$ cat src/logic/pld_cfg_pkg.sv
// constants, field layout and carrier types of the configuration register bank
// ---------------------------------------------------------------------------
// How it works
// - slew select bit one picks slew mode
// - output enable view reads driver enables
// - input cell registers read live cell state
// - output cell write loads, read returns flops
// - mask bit one blocks host load
// - main sector protect reads eight sector flags
// - boot protect low nibble reports sector protection
// - boot protect top bit reports security lock
// - test port enable bit zero switches port
// - page register drives decoder, resets zero
// - clock gate register clears only at power-up
// - clock gate bit one enables auto power-down
// - clock gate bit three turns fast mode off
// - bit four disconnects array clock, else wakes if bit three set
// - bit five disconnects macrocell clock
// - input gate bit zero blocks low address
// - bits two to six block control inputs
// - split mode takes address from pins
// - map reset loads config, clears bits zero, seven
// - map bits grant fetch and read access in split mode
// - map bit seven enables port f peripheral
// - size register encodes flash and sram size
// ---------------------------------------------------------------------------
package pld_cfg_pkg;

	// -----------------------------------------------------------------------
	// register offsets
	// -----------------------------------------------------------------------
	localparam logic [7:0] OFS_INPUT_CELL_A = 8'h0A;
	localparam logic [7:0] OFS_INPUT_CELL_B = 8'h0B;
	localparam logic [7:0] OFS_INPUT_CELL_C = 8'h1A;
	localparam logic [7:0] OFS_OE_VIEW_A = 8'h0C;
	localparam logic [7:0] OFS_OE_VIEW_B = 8'h0D;
	localparam logic [7:0] OFS_OE_VIEW_C = 8'h1C;
	localparam logic [7:0] OFS_OE_VIEW_F = 8'h4C;
	localparam logic [7:0] OFS_SLEW_C = 8'h18;
	localparam logic [7:0] OFS_SLEW_F = 8'h48;
	localparam logic [7:0] OFS_CELL_A = 8'h20;
	localparam logic [7:0] OFS_CELL_B = 8'h21;
	localparam logic [7:0] OFS_MASK_A = 8'h22;
	localparam logic [7:0] OFS_MASK_B = 8'h23;
	localparam logic [7:0] OFS_CLOCK_GATE = 8'hB0;
	localparam logic [7:0] OFS_INPUT_GATE = 8'hB4;
	localparam logic [7:0] OFS_MAIN_PROTECT = 8'hC0;
	localparam logic [7:0] OFS_BOOT_PROTECT = 8'hC2;
	localparam logic [7:0] OFS_TEST_PORT = 8'hC7;
	localparam logic [7:0] OFS_PAGE = 8'hE0;
	localparam logic [7:0] OFS_SPACE_MAP = 8'hE2;
	localparam logic [7:0] OFS_SIZE_INFO = 8'hF0;

	// -----------------------------------------------------------------------
	// writable bit masks, field positions, reset values
	// -----------------------------------------------------------------------
	localparam logic [7:0] MASK_CLOCK_GATE = 8'h3A;
	localparam logic [7:0] MASK_INPUT_GATE = 8'h7D;
	localparam logic [7:0] MASK_SPACE_MAP = 8'h9F;
	localparam logic [7:0] MASK_TEST_PORT = 8'h01;
	localparam int BIT_AUTO_POWER_DOWN = 1;
	localparam int BIT_FAST_MODE_OFF = 3;
	localparam int BIT_ARRAY_CLOCK = 4;
	localparam int BIT_CELL_CLOCK = 5;
	localparam int BIT_LOW_ADDRESS = 0;
	localparam int BIT_CONTROL_ZERO = 2;
	localparam int BIT_LATCH_ENABLE = 5;
	localparam int BIT_HIGH_WRITE = 6;
	localparam int BIT_PERIPHERAL = 7;
	localparam logic [7:0] RESET_REG = 8'h00;
	localparam logic [3:0] PRIMARY_SIZE_CODE = 4'h5;
	localparam logic [3:0] SRAM_SIZE_CODE = 4'h3;

	// -----------------------------------------------------------------------
	// carriers
	// -----------------------------------------------------------------------
	typedef struct packed {
		logic [2:0] control_pins;
		logic latch_enable;
		logic high_byte_write_strobe;
		logic external_clock_input;
		logic [3:0] port_f_low_pins;
		logic [3:0] muxed_bus_upper_lines;
		logic [7:0] low_address;
	} pin_in_t;

	typedef struct packed {
		logic [2:0] control_pins;
		logic latch_enable;
		logic high_byte_write_strobe;
		logic array_clock;
		logic cell_clock;
		logic array_wakeup;
		logic [7:0] array_address;
	} array_in_t;

	typedef struct packed {
		logic fetch_reaches_sram;
		logic fetch_reaches_secondary;
		logic fetch_reaches_primary;
		logic read_reaches_secondary;
		logic read_reaches_primary;
		logic port_f_peripheral;
	} access_t;

endpackage

$ cat src/logic/pld_cfg_regs.sv
// configuration and status register bank with array input gating
//
// The register addresses and the plain strobed port were chosen for this implementation.
`timescale 1ns/1ps
module pld_cfg_regs
(
	input wire logic clock,
	input wire logic reset_n,
	input wire logic power_on_reset_n,
	input wire logic [7:0] reg_addr,
	input wire logic [7:0] reg_wdata,
	input wire logic reg_write,
	input wire logic reg_read,
	output logic [7:0] reg_rdata,
	input wire logic [7:0] oe_port_a,
	input wire logic [7:0] oe_port_b,
	input wire logic [7:0] oe_port_c,
	input wire logic [7:0] oe_port_f,
	input wire logic [7:0] input_cells_a,
	input wire logic [7:0] input_cells_b,
	input wire logic [7:0] input_cells_c,
	input wire logic [7:0] main_sector_flags,
	input wire logic [3:0] boot_sector_flags,
	input wire logic security_lock_set,
	input wire logic [3:0] map_user_config,
	input wire logic split_bus_mode,
	input pld_cfg_pkg::pin_in_t pins,
	output logic [7:0] slew_mode_c,
	output logic [7:0] slew_mode_f,
	output logic [7:0] output_cells_a,
	output logic [7:0] output_cells_b,
	output logic test_port_on,
	output logic [7:0] page_select_bits,
	output logic auto_power_down,
	output logic array_fast_mode_off,
	output pld_cfg_pkg::array_in_t array_in,
	output pld_cfg_pkg::access_t access
);

	// -----------------------------------------------------------------------
	// storage
	// -----------------------------------------------------------------------
	logic [7:0] slew_c_ff;
	logic [7:0] slew_f_ff;
	logic [7:0] cell_a_ff;
	logic [7:0] cell_b_ff;
	logic [7:0] mask_a_ff;
	logic [7:0] mask_b_ff;
	logic [7:0] test_port_ff;
	logic [7:0] page_ff;
	logic [7:0] clock_gate_ff;
	logic [7:0] input_gate_ff;
	logic [7:0] space_map_ff;
	logic map_load_ff;
	logic [7:0] rdata_ff;
	logic [7:0] nxt_rdata;
	pld_cfg_pkg::pin_in_t pin_meta_ff;
	pld_cfg_pkg::pin_in_t pin_sync_ff;
	logic clock_seen_ff;
	logic [2:0] sync_fill_ff;
	pld_cfg_pkg::array_in_t array_ff;
	pld_cfg_pkg::access_t access_ff;
	logic [7:0] nxt_address;

	function automatic logic wr_at(input logic [7:0] ofs);
		wr_at = reg_write && (reg_addr == ofs);
	endfunction

	function automatic logic [7:0] masked_load(input logic [7:0] old_v,
		input logic [7:0] new_v, input logic [7:0] mask_v);
		masked_load = (old_v & mask_v) | (new_v & ~mask_v);
	endfunction

	// -----------------------------------------------------------------------
	// port and cell registers
	// -----------------------------------------------------------------------
	always_ff @(posedge clock or negedge reset_n)
	begin
		if (!reset_n)
		begin
			slew_c_ff <= pld_cfg_pkg::RESET_REG;
			slew_f_ff <= pld_cfg_pkg::RESET_REG;
		end
		else
		begin
			if (wr_at(pld_cfg_pkg::OFS_SLEW_C))
				slew_c_ff <= reg_wdata;
			if (wr_at(pld_cfg_pkg::OFS_SLEW_F))
				slew_f_ff <= reg_wdata;
		end
	end

	always_ff @(posedge clock or negedge reset_n)
	begin
		if (!reset_n)
		begin
			mask_a_ff <= pld_cfg_pkg::RESET_REG;
			mask_b_ff <= pld_cfg_pkg::RESET_REG;
		end
		else
		begin
			if (wr_at(pld_cfg_pkg::OFS_MASK_A))
				mask_a_ff <= reg_wdata;
			if (wr_at(pld_cfg_pkg::OFS_MASK_B))
				mask_b_ff <= reg_wdata;
		end
	end

	always_ff @(posedge clock or negedge reset_n)
	begin
		if (!reset_n)
		begin
			cell_a_ff <= pld_cfg_pkg::RESET_REG;
			cell_b_ff <= pld_cfg_pkg::RESET_REG;
		end
		else
		begin
			if (wr_at(pld_cfg_pkg::OFS_CELL_A))
				cell_a_ff <= masked_load(cell_a_ff, reg_wdata, mask_a_ff);
			if (wr_at(pld_cfg_pkg::OFS_CELL_B))
				cell_b_ff <= masked_load(cell_b_ff, reg_wdata, mask_b_ff);
		end
	end

	// -----------------------------------------------------------------------
	// control registers
	// -----------------------------------------------------------------------
	always_ff @(posedge clock or negedge reset_n)
	begin
		if (!reset_n)
		begin
			test_port_ff <= pld_cfg_pkg::RESET_REG;
			page_ff <= pld_cfg_pkg::RESET_REG;
			input_gate_ff <= pld_cfg_pkg::RESET_REG;
		end
		else
		begin
			if (wr_at(pld_cfg_pkg::OFS_TEST_PORT))
				test_port_ff <= reg_wdata & pld_cfg_pkg::MASK_TEST_PORT;
			if (wr_at(pld_cfg_pkg::OFS_PAGE))
				page_ff <= reg_wdata;
			if (wr_at(pld_cfg_pkg::OFS_INPUT_GATE))
				input_gate_ff <= reg_wdata & pld_cfg_pkg::MASK_INPUT_GATE;
		end
	end

	// only the power-on reset clears it; the reset pin does not
	always_ff @(posedge clock or negedge power_on_reset_n)
	begin
		if (!power_on_reset_n)
			clock_gate_ff <= pld_cfg_pkg::RESET_REG;
		else if (reset_n && wr_at(pld_cfg_pkg::OFS_CLOCK_GATE))
			clock_gate_ff <= reg_wdata & pld_cfg_pkg::MASK_CLOCK_GATE;
	end

	// reset clears the map; the first edge after release loads the config
	always_ff @(posedge clock or negedge reset_n)
	begin
		if (!reset_n)
		begin
			space_map_ff <= pld_cfg_pkg::RESET_REG;
			map_load_ff <= 1'b1;
		end
		else if (map_load_ff)
		begin
			space_map_ff[4:1] <= map_user_config;
			map_load_ff <= 1'b0;
		end
		else if (wr_at(pld_cfg_pkg::OFS_SPACE_MAP))
			space_map_ff <= reg_wdata & pld_cfg_pkg::MASK_SPACE_MAP;
	end

	// -----------------------------------------------------------------------
	// read path
	// -----------------------------------------------------------------------
	always_comb
	begin
		unique case (reg_addr)
			pld_cfg_pkg::OFS_INPUT_CELL_A: nxt_rdata = input_cells_a;
			pld_cfg_pkg::OFS_INPUT_CELL_B: nxt_rdata = input_cells_b;
			pld_cfg_pkg::OFS_INPUT_CELL_C: nxt_rdata = input_cells_c;
			pld_cfg_pkg::OFS_OE_VIEW_A: nxt_rdata = oe_port_a;
			pld_cfg_pkg::OFS_OE_VIEW_B: nxt_rdata = oe_port_b;
			pld_cfg_pkg::OFS_OE_VIEW_C: nxt_rdata = oe_port_c;
			pld_cfg_pkg::OFS_OE_VIEW_F: nxt_rdata = oe_port_f;
			pld_cfg_pkg::OFS_SLEW_C: nxt_rdata = slew_c_ff;
			pld_cfg_pkg::OFS_SLEW_F: nxt_rdata = slew_f_ff;
			pld_cfg_pkg::OFS_CELL_A: nxt_rdata = cell_a_ff;
			pld_cfg_pkg::OFS_CELL_B: nxt_rdata = cell_b_ff;
			pld_cfg_pkg::OFS_MASK_A: nxt_rdata = mask_a_ff;
			pld_cfg_pkg::OFS_MASK_B: nxt_rdata = mask_b_ff;
			pld_cfg_pkg::OFS_CLOCK_GATE: nxt_rdata = clock_gate_ff;
			pld_cfg_pkg::OFS_INPUT_GATE: nxt_rdata = input_gate_ff;
			pld_cfg_pkg::OFS_MAIN_PROTECT: nxt_rdata = main_sector_flags;
			pld_cfg_pkg::OFS_BOOT_PROTECT:
				nxt_rdata = {security_lock_set, 3'h0, boot_sector_flags};
			pld_cfg_pkg::OFS_TEST_PORT: nxt_rdata = test_port_ff;
			pld_cfg_pkg::OFS_PAGE: nxt_rdata = page_ff;
			pld_cfg_pkg::OFS_SPACE_MAP: nxt_rdata = space_map_ff;
			pld_cfg_pkg::OFS_SIZE_INFO: nxt_rdata = {pld_cfg_pkg::SRAM_SIZE_CODE,
				pld_cfg_pkg::PRIMARY_SIZE_CODE};
			default: nxt_rdata = 8'h00;
		endcase
	end

	// read data stands only in the cycle after the strobe
	always_ff @(posedge clock or negedge reset_n)
	begin
		if (!reset_n)
			rdata_ff <= 8'h00;
		else if (reg_read)
			rdata_ff <= nxt_rdata;
		else
			rdata_ff <= 8'h00;
	end

	// -----------------------------------------------------------------------
	// pin synchroniser
	// -----------------------------------------------------------------------
	always_ff @(posedge clock or negedge reset_n)
	begin
		if (!reset_n)
		begin
			pin_meta_ff <= '0;
			pin_sync_ff <= '0;
			clock_seen_ff <= 1'b0;
			sync_fill_ff <= 3'h0;
		end
		else
		begin
			pin_meta_ff <= pins;
			pin_sync_ff <= pin_meta_ff;
			clock_seen_ff <= pin_sync_ff.external_clock_input;
			// wakeup waits until the chain holds real pin samples
			sync_fill_ff <= {sync_fill_ff[1:0], 1'b1};
		end
	end

	// -----------------------------------------------------------------------
	// array input gating
	// -----------------------------------------------------------------------
	always_comb
	begin
		if (split_bus_mode)
			nxt_address = {pin_sync_ff.muxed_bus_upper_lines,
				pin_sync_ff.port_f_low_pins};
		else
			nxt_address = pin_sync_ff.low_address;
		if (input_gate_ff[pld_cfg_pkg::BIT_LOW_ADDRESS])
			nxt_address = 8'h00;
	end

	always_ff @(posedge clock or negedge reset_n)
	begin
		if (!reset_n)
			array_ff <= '0;
		else
		begin
			array_ff.array_address <= nxt_address;
			array_ff.control_pins <= pin_sync_ff.control_pins &
				~input_gate_ff[pld_cfg_pkg::BIT_CONTROL_ZERO +: 3];
			array_ff.latch_enable <= pin_sync_ff.latch_enable &
				~input_gate_ff[pld_cfg_pkg::BIT_LATCH_ENABLE];
			array_ff.high_byte_write_strobe <=
				pin_sync_ff.high_byte_write_strobe &
				~input_gate_ff[pld_cfg_pkg::BIT_HIGH_WRITE];
			array_ff.array_clock <= pin_sync_ff.external_clock_input &
				~clock_gate_ff[pld_cfg_pkg::BIT_ARRAY_CLOCK];
			array_ff.cell_clock <= pin_sync_ff.external_clock_input &
				~clock_gate_ff[pld_cfg_pkg::BIT_CELL_CLOCK];
			array_ff.array_wakeup <=
				(pin_sync_ff.external_clock_input != clock_seen_ff) &&
				sync_fill_ff[2] &&
				!clock_gate_ff[pld_cfg_pkg::BIT_ARRAY_CLOCK] &&
				clock_gate_ff[pld_cfg_pkg::BIT_FAST_MODE_OFF];
		end
	end

	// -----------------------------------------------------------------------
	// memory space access
	// -----------------------------------------------------------------------
	always_ff @(posedge clock or negedge reset_n)
	begin
		if (!reset_n)
			access_ff <= '0;
		else
		begin
			access_ff.fetch_reaches_sram <= split_bus_mode && space_map_ff[0];
			access_ff.fetch_reaches_secondary <=
				split_bus_mode && space_map_ff[1];
			access_ff.fetch_reaches_primary <= split_bus_mode && space_map_ff[2];
			access_ff.read_reaches_secondary <=
				split_bus_mode && space_map_ff[3];
			access_ff.read_reaches_primary <= split_bus_mode && space_map_ff[4];
			access_ff.port_f_peripheral <=
				space_map_ff[pld_cfg_pkg::BIT_PERIPHERAL];
		end
	end

	assign reg_rdata = rdata_ff;
	assign slew_mode_c = slew_c_ff;
	assign slew_mode_f = slew_f_ff;
	assign output_cells_a = cell_a_ff;
	assign output_cells_b = cell_b_ff;
	assign test_port_on = test_port_ff[0];
	assign page_select_bits = page_ff;
	assign auto_power_down =
		clock_gate_ff[pld_cfg_pkg::BIT_AUTO_POWER_DOWN];
	assign array_fast_mode_off =
		clock_gate_ff[pld_cfg_pkg::BIT_FAST_MODE_OFF];
	assign array_in = array_ff;
	assign access = access_ff;
endmodule

$ cat config.mk
export PLATFORM = sky130hd
export DESIGN_NAME = pld_cfg_regs
export DESIGN_NICKNAME = d
export VERILOG_FILES = /design/src/logic/pld_cfg_pkg.sv /design/src/logic/pld_cfg_regs.sv
export SDC_FILE = /design/constraint.sdc
export NUM_CORES = 1
export LEC_CHECK = 0
export ABC_AREA = 1
export BUFFER_PORTS_ARGS = -buffer_cell sky130_fd_sc_hd__buf_2
export CORE_ASPECT_RATIO = 0.6
export CORE_MARGIN = 3
export CORE_UTILIZATION = 25
export DETAILED_ROUTE_END_ITERATION = 6
export GPL_ROUTABILITY_DRIVEN = 0
export GPL_TIMING_DRIVEN = 1
export REMOVE_ABC_BUFFERS = 1
export SLEW_MARGIN = 20
export SYNTH_ARGS = -nofsm -noshare
export SYNTH_HDL_FRONTEND = slang
export SYNTH_SLANG_ARGS = --single-unit
$ cat constraint.sdc
create_clock -name clock -period 1.15 [get_ports clock]
set_clock_uncertainty 0.2 [all_clocks]
set_input_delay 0.23 -clock clock [delete_from_list [all_inputs] [get_ports clock]]
set_output_delay 0.23 -clock clock [all_outputs]
set_load 0.005 [all_outputs]
== Yosys cells after proc, flatten, opt, wreduce, memory -nomap -nowiden ==
Cells that the tools add are included.

* Input port bits: 117
* Word-level logic and storage cells: 113
* Flip-flop bits (word level): 152
* Output and inout port bits: 73

* Equality and inequality tests: 22
* Bitwise logic cells: 19
* Reductions and logical operators: 23
* Mux-type cells: 6

{| class="wikitable"
|+ Operator list
! kind !! count
|-
| 8-bit one-hot mux with 21 select lines || 1
|-
| 8-bit == test, second input constant || 8
|-
| 8-bit AND || 4
|-
| 8-bit by 4-bit == test with 1-bit output, second input constant || 4
|-
| 8-bit by 6-bit == test with 1-bit output, second input constant || 4
|-
| 8-bit by 5-bit == test with 1-bit output, second input constant || 3
|-
| 8-bit 2-to-1 mux || 3
|-
| 1-bit logical AND || 20
|-
| 8-bit by 7-bit == test with 1-bit output, second input constant || 2
|-
| 8-bit NOT || 2
|-
| 8-bit OR || 2
|-
| 5-bit 2-to-1 mux || 1
|-
| 1-bit NOT || 5
|-
| 1-bit AND || 4
|-
| 4-bit 2-to-1 mux || 1
|-
| 3-bit AND || 1
|-
| 3-bit NOT || 1
|-
| 2-bit AND reduction || 1
|-
| 2-bit nonzero test || 1
|-
| 1-bit logical NOT || 1
|-
| 1-bit != test || 1
|}

== Logic depth before layout (Yosys ltp) ==
Gate-level depths: netlist of run 1.

* Depth after elaboration: 4
* Depth in mapped cells: 11
* Mapped depth without buffers: 11

== Worst setup path before layout of run 1 ==
No wires, ideal clock.

* Kind: input-to-reg
* From: input reg_addr[0]
* To: register input_gate_ff[3]
* Setup time: 119 ps
* Data arrival time: 1144 ps
* Buffers on the path: 1
* Setup slack: -312 ps
* Stages: 9
* Data required time: 831 ps
* Cell sequence: inv_1 > nand2_4 > nor2_4 > and2_1 > inv_1 > nor2_2 > buf_4 > nand2_1 > o21a_1

* Word-level cells in the longest chain between the ends: 2

{| class="wikitable"
|+ Ends and longest elaborated chain
! what !! RTL line !! source
|-
| start, declared || pld_cfg_regs.sv:10 || <nowiki>input wire logic [7:0] reg_addr,</nowiki>
|-
| 8-bit == test || pld_cfg_regs.sv:66 || <nowiki>wr_at = reg_write && (reg_addr == ofs);</nowiki>
|-
| 1-bit logical AND || pld_cfg_regs.sv:66 ||
|-
| end signal, assigned || pld_cfg_regs.sv:134 || <nowiki>input_gate_ff <= pld_cfg_pkg::RESET_REG;</nowiki>
|-
| end signal, assigned || pld_cfg_regs.sv:143 || <nowiki>input_gate_ff <= reg_wdata & pld_cfg_pkg::MASK_INPUT_GATE;</nowiki>
|-
| end, declared || pld_cfg_regs.sv:52 || <nowiki>logic [7:0] input_gate_ff;</nowiki>
|}

No other way between the ends.
A chain may end at the register's enable or synchronous reset.

==> out/metrics.yaml, run 1 <==
run_status:
  outcome: "finished, violations left"
  failed_checks: "negative setup slack"
synth:
  async_flop_share_pct: 100
  avgSynthCellArea_um2: 8.49
  synth_cell_types: 29
  synth-edff-count: 0
  yosysWarnings: 0
  synth-seq-cells: 152
  syn_inst: 787
  synthFlopType: "dfrtp_1"
  syn-cell-area_um2: 6680
  synth.most_common_cell: "nand2_1"
  netlist.area_leader.share_pct: 56.6
  synthTopCellsByCount: "208 x nand2_1, 151 x dfrtp_1, 104 x nand3_1, 99 x nor2_1, 67 x inv_1"
  yosysTopAreaCell: "dfrtp_1"
  ys_seq_area_share_pct: 56.9
  synthTopCellsByArea: "dfrtp_1 57%, nand2_1 12%, nand3_1 7.8%, nor2_1 5.6%, o21ai_0 4.9%"
power_and_ir_drop:
  intPower_mw: 10.1
  netSwitchingPower_mw: 3.71
  p_leak_nw: 6.35
  sequentialPowerShare_pct: 41.8
  report.power.total_mw: 13.9
  swShare_pct: 26.8
  p_clk_share_pct: 40.9
  combPwrFrac_pct: 17.3
  cellPowerDensity_nw_per_um2: 1070
  ir_drop_v: 0.000930
clock_tree:
  cts_max_level: 4
  path_clk_slew_ns: 0.07
  cts_buffer_depth: 2
  cts_tree: "yes"
  cts_sinks: 152
  cts-root-buf: "clkbuf_16"
  cts_buffers: 17
  clock_latency_ns: 0.44
hold_path:
  hold_class: "in2reg"
  hp-start: "reg_wdata[2]"
route:
  wl_per_cell_um: 19.6
  vias: 7770
  ant_nets: 0
  drt_pass1_iterations: 7
  routed_wl_um: 32000
  drc: 0
  drt-vias-per-instance: 4.76
  first_iter_violations: 733
floorplanning:
  die-area_um2: 28800
  die_y_um: 133
  rows: 45
  pin_count: 190
  die_w_um: 217
  core-area_um2: 25800
  start_util_pct: 25.9
placement:
  hpwl_um: 21700
  dp_slack_ns: -0.969
  io_buffers: 189
sta:
  slew_viol_final: 0
  tightest_slew_ns: 0.572
  hold_viol_final: 0
  relSlewSlack_pct: 61.8
  min_period_ns: 1.55
  setup_ws_ns: -0.396
  setup_viol: 150
  rsz0062_at_grt: "true"
  fmax_mhz: 647
  hold_slack_ns: 0.0280
  fin_crit_sh_pct: 134
  tns_ns: -36.05
setup_path:
  critical_path_class: "in2reg"
  critPathLaunchType: "input pin"
  crit_fanout: 6
  r2r_slack_ns: -0.35
  crit_path_start: "reg_addr[1]"
  crit_path_end_kind: "register"
  r2r_start: "clock_gate_ff[3]$_DFFE_PN0P_"
  worstPathRequired_ns: 1.27
  crit_arrival_ns: 1.66
layout:
  multi_input_area_um2: 3470
  syn2layout_area_growth_pct: 93.1
  fill_cells: 2317
  utilization_pct: 50.0
  regArea_um2: 3800
  drive_gt1_share_pct: 53.6
  layout.nets: 1383
global_route:
  grt_max_degree: 49
  grt_pass1_vias: 7660
  grt_overflow: 0
  grt_pass1_wl_um: 45100
  antenna_found_initial: 3
  grt_usage_pct: 21.1
job:
  cap_violations: 0
==> timing repair <==
action,4_1_cts,5_1_grt
hold endpoints to repair,203,5
pin swaps,70,96
cloned,2,4
hold buffers,42,1
buffers inserted,45,37
gates resized for setup,286,188
setup endpoints to repair,153,160
==> cells by family (layout without fill, tap and decap cells) <==
logic type      after synthesis  after routing  synth area share, %
compound gates              102            102                 8.46
xor+xnor                      1              1                0.131
buf+inv                      92            583                 6.03
flops                       152            152                 56.9
other cells                   2              3                0.112
simple gates                438            439                 28.3
==> cell usage in the layout (no fill, tap or decap), types with 8 or more instances in the layout <==
cell,synthesis,final
buf_4,6,132
dlygate4sd3_1,0,42
nor2_2,6,25
nand3_1,104,71
o21ai_0,66,24
clkbuf_16,0,19
nand2_2,3,55
nor2_1,99,57
o21ai_1,2,26
buf_6,3,124
inv_4,0,8
dfrtp_1,151,151
inv_1,67,53
o21ai_2,0,16
o21a_1,14,14
buf_12,0,32
nand2_1,208,130
nand3_2,0,23
buf_2,10,141
nand3_4,0,10
nor2_4,8,31
nand2_4,2,25
==> final timing paths <==
path,endpoint,depth (start not counted)
hold reg to reg,pin_sync_ff[3]$_DFF_PN0_,0
setup / recovery,register,12
hold / removal,register,4
max in group asynchronous,clock_gate_ff[4]$_DFFE_PN0P_,3
min in group asynchronous,pin_meta_ff[17]$_DFF_PN0_,3
setup reg to reg,reg_rdata[3]$_DFF_PN0_,8
==> power groups by stage <==
stage	Clock [mW]	Combinational [mW]	Sequential (mW)
after floorplan	0	0.347	5.88
after global placement	0	1.57	5.87
after detailed placement	0	1.58	5.87
after CTS	5.76	2.14	5.79
after global routing	6.01	2.56	5.82
final	5.66	2.40	5.79
==> per-layer routing <==
layer | GRT usage [%] | wire (um) | vias to the layer above
li1 | - | - | 3507
met1 | 28.2 | 13500 | 3763
met2 | 30.1 | 13500 | 419
met3 | 10.6 | 4150 | 77
met4 | 5.94 | 859 | 4
met5 | 0 | 32 | -
==> area by class of cell <==
class	count	area share (%)
Timing Repair Buffer	481	33.4
Inverter	70	2.26
Clock inverter	13	1.13
Multi-Input combinational cell	544	26.9
Sequential cell	152	29.5
Clock buffer	19	3.35
Tap cell	352	3.41
Antenna cell	1	0.0194
==> metrics by stage <==
step	cell area [um2]	std cells
2_1_floorplan	6540	765
3_3_place_gp	9520	1474
3_5_place_dp	9520	1474
4_1_cts	12000	1595
5_1_grt	12900	1631
6_report	12900	1632
==> worst max-delay path, cell delays in order <==
cell and delay, ns:
buf_8 0.10, buf_6 0.12, inv_4 0.06, buf_6 0.10, nand2_4 0.05, buf_6 0.11
nor2_4 0.18, nand2_2 0.11, nor2_4 0.20, buf_6 0.15, clkbuf_16 0.15, a31oi_1 0.08
Power figures use the tool's default switching activity.
==> inputs of run 2 (changes only) <==
--- a/config.mk
+++ b/config.mk
@@ -14,6 +14,7 @@
 export GPL_ROUTABILITY_DRIVEN = 0
 export GPL_TIMING_DRIVEN = 1
 export REMOVE_ABC_BUFFERS = 1
+export SETUP_SLACK_MARGIN = 0.2
 export SLEW_MARGIN = 20
 export SYNTH_ARGS = -nofsm -noshare
 export SYNTH_HDL_FRONTEND = slang
==> constraint.sdc (replaced) <==
create_clock -name clock -period 1.9 [get_ports clock]
set_clock_uncertainty 0.2 [all_clocks]
set_input_delay 0.38 -clock clock [delete_from_list [all_inputs] [get_ports clock]]
set_output_delay 0.38 -clock clock [all_outputs]
set_load 0.005 [all_outputs]
==> run 2 against run 1 <==
Against the previous run:
- the flow now finishes without violations
- global-route usage decreased by 1.9 points
- wire length is 14% lower
- non-clock buffer count fell by 173
- combinational power decreased by 66%
- worst setup slack gained 0.58 ns
- count of clock-buffer cells in the layout decreased by 1
- design area shrank 25%
- highest routed layer is now met4
==> out/metrics.yaml, run 2 (synthesis results as in run 1) <==
setup_path:
  crit_fanout: 7  # was 6
  critical_path_class: "in2reg"  # unchanged
  crit_path_end_kind: "register"  # unchanged
  crit_arrival_ns: 1.88  # was 1.66 ns
  worstPathRequired_ns: 2.06  # was 1.27 ns
  critPathLaunchType: "input pin"  # unchanged
sta:
  slew_viol_final: 0  # unchanged
  tightest_slew_ns: 0.610  # was 0.572 ns
  relSlewSlack_pct: 59.3  # was 61.8%
  setup_viol: 0  # was 150
  fin_crit_sh_pct: 90.3
  min_period_ns: 1.72
  fmax_mhz: 583
  rsz0062_at_grt: "true"  # unchanged
  tns_ns: 0  # was -36.05 ns
  hold_viol_final: 0  # unchanged
floorplanning:
  die-area_um2: 28800  # unchanged
  die_w_um: 217  # unchanged
  rows: 45  # unchanged
  core-area_um2: 25800  # unchanged
  pin_count: 190  # unchanged
  start_util_pct: 25.9  # unchanged
  die_y_um: 133  # unchanged
global_route:
  grt_pass1_wl_um: 40800  # was 45100 um
  grt_pass1_vias: 6643  # was 7660
  antenna_found_initial: 0  # was 3
  grt_max_degree: 43  # was 49
  grt_usage_pct: 19.2  # was 21.1%
  grt_overflow: 0  # unchanged
clock_tree:
  clock_latency_ns: 0.44  # about the same
  cts_tree: "yes"  # unchanged
  cts-root-buf: "clkbuf_16"  # unchanged
  cts_buffer_depth: 2  # unchanged
  cts_max_level: 4  # unchanged
  cts_sinks: 152  # unchanged
  path_clk_slew_ns: 0.07  # about the same
  cts_buffers: 17  # unchanged
power_and_ir_drop:
  cellPowerDensity_nw_per_um2: 788  # was 1070 nW/um2
  ir_drop_v: 0.000514  # was 0.000930 V
  p_leak_nw: 5.07  # was 6.35 nW
route:
  wl_per_cell_um: 18.9  # was 19.6 um
  drt-vias-per-instance: 4.64  # was 4.76
  ant_nets: 0  # unchanged
  first_iter_violations: 637  # was 733
  routed_wl_um: 27600  # was 32000 um
  vias: 6764  # was 7770
  drc: 0  # unchanged
  drt_pass1_iterations: 6  # was 7
layout:
  diodes: 0  # was 1
  layout.nets: 1209  # was 1383
  final_cell_mix: "206 x nand2_1, 188 x buf_2, 151 x dfrtp_1, 101 x nand3_1, 87 x nor2_1"  # was 151 x dfrtp_1, 141 x buf_2, 132 x buf_4, 130 x nand2_1, 124 x buf_6
  syn2layout_area_growth_pct: 45.8  # was 93.1%
  final_cells: 1457  # was 1632
  utilization_pct: 37.8  # was 50.0%
  drive_gt1_share_pct: 31.4  # was 53.6%
  final_common_cell: "nand2_1"  # was dfrtp_1
  fill_cells: 2709  # was 2317
placement:
  io_buffers: 189  # unchanged
  hpwl_um: 21400  # was 21700 um
  dp_cells: 1390  # was 1474
hold_path:
  hold_class: "in2reg"  # unchanged
run_status:
  outcome: "completed"  # was finished, violations left
job:
  cap_violations: 0  # unchanged
[run 2: changes by cell type in the layout (fill, tap and decap cells not counted), moves of 22 or more]
cell     delta
nor2_1     +30
nand3_2    -22
o21ai_1    -23
buf_4      -60
buf_6     -122
nand2_1    +76
nand3_1    +30
nand2_2    -53
buf_2      +47
o21ai_0    +40
[run 2: worst paths after layout]
check                                                 from                      endpoint  slack, ns  cells after the start
worst max register to register  slew_mode_f[5]$_DFFE_PN0P_        reg_rdata[5]$_DFF_PN0_       0.44                      6
worst max-delay path                           reg_addr[1]        reg_rdata[5]$_DFF_PN0_       0.18                     13
worst min register to register   pin_meta_ff[20]$_DFF_PN0_     pin_sync_ff[20]$_DFF_PN0_       0.15                      0
worst min-delay path                        split_bus_mode           access[2]$_DFF_PN0_       0.10                      3
min in group asynchronous                 power_on_reset_n  clock_gate_ff[1]$_DFFE_PN0P_       0.11                      2
max in group asynchronous                          reset_n        reg_rdata[7]$_DFF_PN0_       0.51                      4
[run 2: final cells by class]
| type | instances | area, um2 | share of cell area (%) |
|---|---|---|---|
| Timing Repair Buffer | 308 | 2090 | 21.5 |
| Inverter | 70 | 263 | 2.70 |
| Tap cell | 352 | 440 | 4.52 |
| Sequential cell | 152 | 3800 | 39.1 |
| Multi-Input combinational cell | 543 | 2570 | 26.4 |
| Clock inverter | 14 | 139 | 1.43 |
| Clock buffer | 18 | 429 | 4.40 |
[run 2: repair_timing]
action	in CTS	in global routing
endpoints found under the setup margin	7	41
cloned	0	0
buffers inserted	0	2
endpoints found under the hold margin	83	0
pin swaps	0	3
resized for setup	3	26
hold buffers	33	0
[run 2: power by group]
group / switching [mW] / internal (mW) / total [mW]
clock network: 1.51 / 1.84 / 3.34
logic: 0.455 / 0.351 / 0.806
registers: 0.111 / 3.41 / 3.52
total: 2.07 / 5.60 / 7.68
[run 2: metrics by stage]
stage / area, um2 / power (mW) / setup slack, ns / hold WS, ns
after global routing: 9740 / 7.99 / 0.119 / 0.0990
after floorplan: 6540 / 3.77 / -0.301 / -0.116
after detailed placement: 8730 / 4.33 / -0.345 / -0.00434
after global placement: 8730 / 4.31 / -0.339 / -0.0111
final: 9740 / 7.68 / 0.184 / 0.101
after CTS: 9640 / 7.75 / 0.198 / 0.0797
[run 2: routing by layer]
metal,share of wire (%),wire length [um],track usage [%]
met5,0,0,0
met3,12,3420,7.44
met4,1.1,313,3.98
met2,41,11300,27.0
met1,45,12500,28.0
[run 2: worst max-delay path, cell delays in order]
cell	delay [ns]
buf_2	0.13
buf_4	0.13
inv_2	0.08
nand2_4	0.07
buf_4	0.14
nor2_4	0.14
buf_4	0.18
nand3_1	0.16
nand2_4	0.15
nor2_4	0.06
nand3_4	0.11
nor2_1	0.05
nor2_1	0.08
==> inputs of run 3 (changes only) <==
--- a/config.mk
+++ b/config.mk
@@ -11,7 +11,6 @@
 export CORE_MARGIN = 3
 export CORE_UTILIZATION = 25
 export DETAILED_ROUTE_END_ITERATION = 6
-export GPL_ROUTABILITY_DRIVEN = 0
 export GPL_TIMING_DRIVEN = 1
 export REMOVE_ABC_BUFFERS = 1
 export SETUP_SLACK_MARGIN = 0.2
==> constraint.sdc (replaced) <==
create_clock -name clock -period 1.9 [get_ports clock]
set_clock_uncertainty 0.2 [all_clocks]
set_input_delay 0.19 -clock clock [delete_from_list [all_inputs] [get_ports clock]]
set_output_delay 0.19 -clock clock [all_outputs]
set_load 0.005 [all_outputs]
==> run 3 against run 2 <==
Against the previous run:
- design area fell by 1.8%
- cell count down 1.3%
- flip-flop and latch count is the same
- critical path type unchanged
==> out/metrics.yaml, run 3 (synthesis results as in run 1) <==
setup_path:
  critPathLaunchType: "input pin"  # unchanged
  path_buf_inv: 4  # was 5
  worstPathRequired_ns: 1.99  # was 2.06 ns
  crit_path_end_kind: "register"  # unchanged
  critPathTopFamily: "simple AND/OR/NAND/NOR gates"  # unchanged
  path_common_cell: "nor2_1"  # was buf_4
  critPathMaxStageDelay_ns: 0.19  # was 0.18 ns
  critical_path_class: "in2reg"  # unchanged
  crit_chain: "buf_2 > inv_1 > nand2_4 > nor2_2 > buf_4 > buf_4 > nand3_1 > nand2_1 > nor2_1 > nand3_2 > nor2_1 > nor2_1"  # was buf_2 > buf_4 > inv_2 > nand2_4 > buf_4 > nor2_4 > buf_4 > nand3_1 > nand2_4 > nor2_4 > nand3_4 > nor2_1 > nor2_1
  crit_arrival_ns: 1.73  # was 1.88 ns
  crit_path_start: "reg_addr[0]"  # was reg_addr[1]
  cpMaxStageDelayCell: "nor2_1"  # was buf_4
  crit_fanout: 5  # was 7
  r2r_start: "clock_gate_ff[5]$_DFFE_PN0P_"  # was slew_mode_f[5]$_DFFE_PN0P_
placement:
  io_buffers: 189  # unchanged
  dp_slack_ns: -0.249  # was -0.345 ns
  hpwl_um: 21000  # was 21400 um
  place_area_um2: 8440  # was 8730 um2
  routabilityCongestion: 0.903
route:
  drt-vias-per-instance: 4.59  # was 4.64
  wl_per_cell_um: 18.8  # was 18.9 um
  drt_pass1_iterations: 5  # was 6
  first_iter_violations: 830  # was 637
  routed_wl_um: 27100  # was 27600 um
  drc: 0  # unchanged
  ant_nets: 0  # unchanged
  vias: 6597  # was 6764
sta:
  relSlewSlack_pct: 52.7  # was 59.3%
  hold_viol_final: 0  # unchanged
  fmax_mhz: 611  # was 583 MHz
  tightest_slew_ns: 0.709  # was 0.610 ns
  setup_ws_ns: 0.263  # was 0.184 ns
  fin_crit_sh_pct: 86.2  # was 90.3%
  tns_ns: 0  # unchanged
  setup_viol: 0  # unchanged
  slew_viol_final: 0  # unchanged
  min_period_ns: 1.64  # was 1.72 ns
  rsz0062_at_grt: "true"  # unchanged
clock_tree:
  cts-root-buf: "clkbuf_16"  # unchanged
  cts_sinks: 152  # unchanged
  cts_max_level: 4  # unchanged
  path_clk_slew_ns: 0.06  # was 0.07 ns
  clock_latency_ns: 0.42  # was 0.44 ns
  cts_buffers: 17  # unchanged
  cts_buffer_depth: 2  # unchanged
  cts_tree: "yes"  # unchanged
layout:
  final_cell_mix: "206 x nand2_1, 188 x buf_2, 151 x dfrtp_1, 103 x nand3_1, 95 x nor2_1"  # was 206 x nand2_1, 188 x buf_2, 151 x dfrtp_1, 101 x nand3_1, 87 x nor2_1
  final_common_cell: "nand2_1"  # unchanged
  drive_gt1_share_pct: 27.7  # was 31.4%
  fin_area_um2: 9570  # was 9740 um2
  layout.nets: 1189  # was 1209
  fill_cells: 2714  # was 2709
  utilization_pct: 37.1  # was 37.8%
  syn2layout_area_growth_pct: 43.2  # was 45.8%
power_and_ir_drop:
  ir_drop_v: 0.000523  # was 0.000514 V
  report.power.total_mw: 7.77  # was 7.68 mW
  cellPowerDensity_nw_per_um2: 812  # was 788 nW/um2
  p_leak_nw: 4.92  # was 5.07 nW
run_status:
  outcome: "completed"  # unchanged
global_route:
  grt_pass1_vias: 6503  # was 6643
  grt_usage_pct: 19.0  # was 19.2%
  met2_usage_pct: 25.4  # was 27.0%
  grt_use_met3_pct: 8.63  # was 7.44%
  gr-usage-met1_pct: 27.3  # was 28.0%
  grt_overflow: 0  # unchanged
  antenna_found_initial: 0  # unchanged
  busiest_layer: "met1"  # unchanged
  grt_pass1_wl_um: 40400  # was 40800 um
  grt_max_degree: 77  # was 43
floorplanning:
  die_w_um: 217  # unchanged
  die-area_um2: 28800  # unchanged
  core-area_um2: 25800  # unchanged
  rows: 45  # unchanged
  die_y_um: 133  # unchanged
  start_util_pct: 25.9  # unchanged
  pin_count: 190  # unchanged
job:
  cap_violations: 0  # unchanged
hold_path:
  hp-start: "oe_port_b[1]"  # was split_bus_mode
  hold_class: "in2reg"  # unchanged
## run 3: cell count changes in the layout (fill, tap and decap cells not counted), moves of 3 or more
cell and delta:
nand2_2 +3, nor2_2 -6, dlygate4sd3_1 +15, clkinvlp_4 +5, nor2_1 +8, clkinv_4 -3, buf_4 -34, nand2_4 -3
## run 3: worst paths after layout
path                            cells past startpoint  slack (ns)                   endpoint
worst max register to register                      6        0.33     reg_rdata[5]$_DFF_PN0_
worst min register to register                      0        0.14  pin_sync_ff[20]$_DFF_PN0_
min in group asynchronous                           3        0.16  pin_sync_ff[17]$_DFF_PN0_
max in group asynchronous                           3        0.62   mask_b_ff[7]$_DFFE_PN0P_
worst min-delay path                                7        0.02     reg_rdata[1]$_DFF_PN0_
worst max-delay path                               12        0.26     reg_rdata[5]$_DFF_PN0_
## run 3: what timing repair did
| action | in CTS | in global routing |
|---|---|---|
| hold endpoints to repair | 203 | 0 |
| gates resized for setup | 0 | 11 |
| buffers inserted | 0 | 1 |
| hold buffers | 49 | 0 |
| setup endpoints to repair | 0 | 18 |
## run 3: cell type report
class / instances / area (um2) / area share [%]
timing repair buffer: 288 / 1960 / 20.5
multi-input combinational: 543 / 2500 / 26.1
sequential: 152 / 3800 / 39.8
tap: 352 / 440 / 4.60
inverter: 70 / 263 / 2.75
clock inverter: 12 / 139 / 1.45
antenna: 1 / 2.50 / 0.0262
clock buffer: 20 / 457 / 4.77
## run 3: tightest hold or removal path: cells and delay by family
family,cells,cell delay [ns]
buffers and inverters,1,0.08
AO/OA/AOI/OAI,1,0.07
AND/OR/NAND/NOR,5,0.25
## run 3: report_power, final
group / internal (mW) / total (mW) / switching [mW]
Clock: 2.02 / 3.46 / 1.44
Combinational: 0.336 / 0.776 / 0.440
Sequential: 3.41 / 3.54 / 0.127
## run 3: metal layers
metal	wire, um	up-vias
met5	0	-
met4	437	0
met3	3520	26
met2	10700	339
met1	12400	3131
li1	-	3101
## run 3: per-stage QoR
stage	hold WS, ns	std cells
2_1_floorplan	-0.306	765
3_3_place_gp	-0.201	1355
3_5_place_dp	-0.196	1355
4_1_cts	0.000630	1436
5_1_grt	0.0460	1437
6_report	0.0195	1438
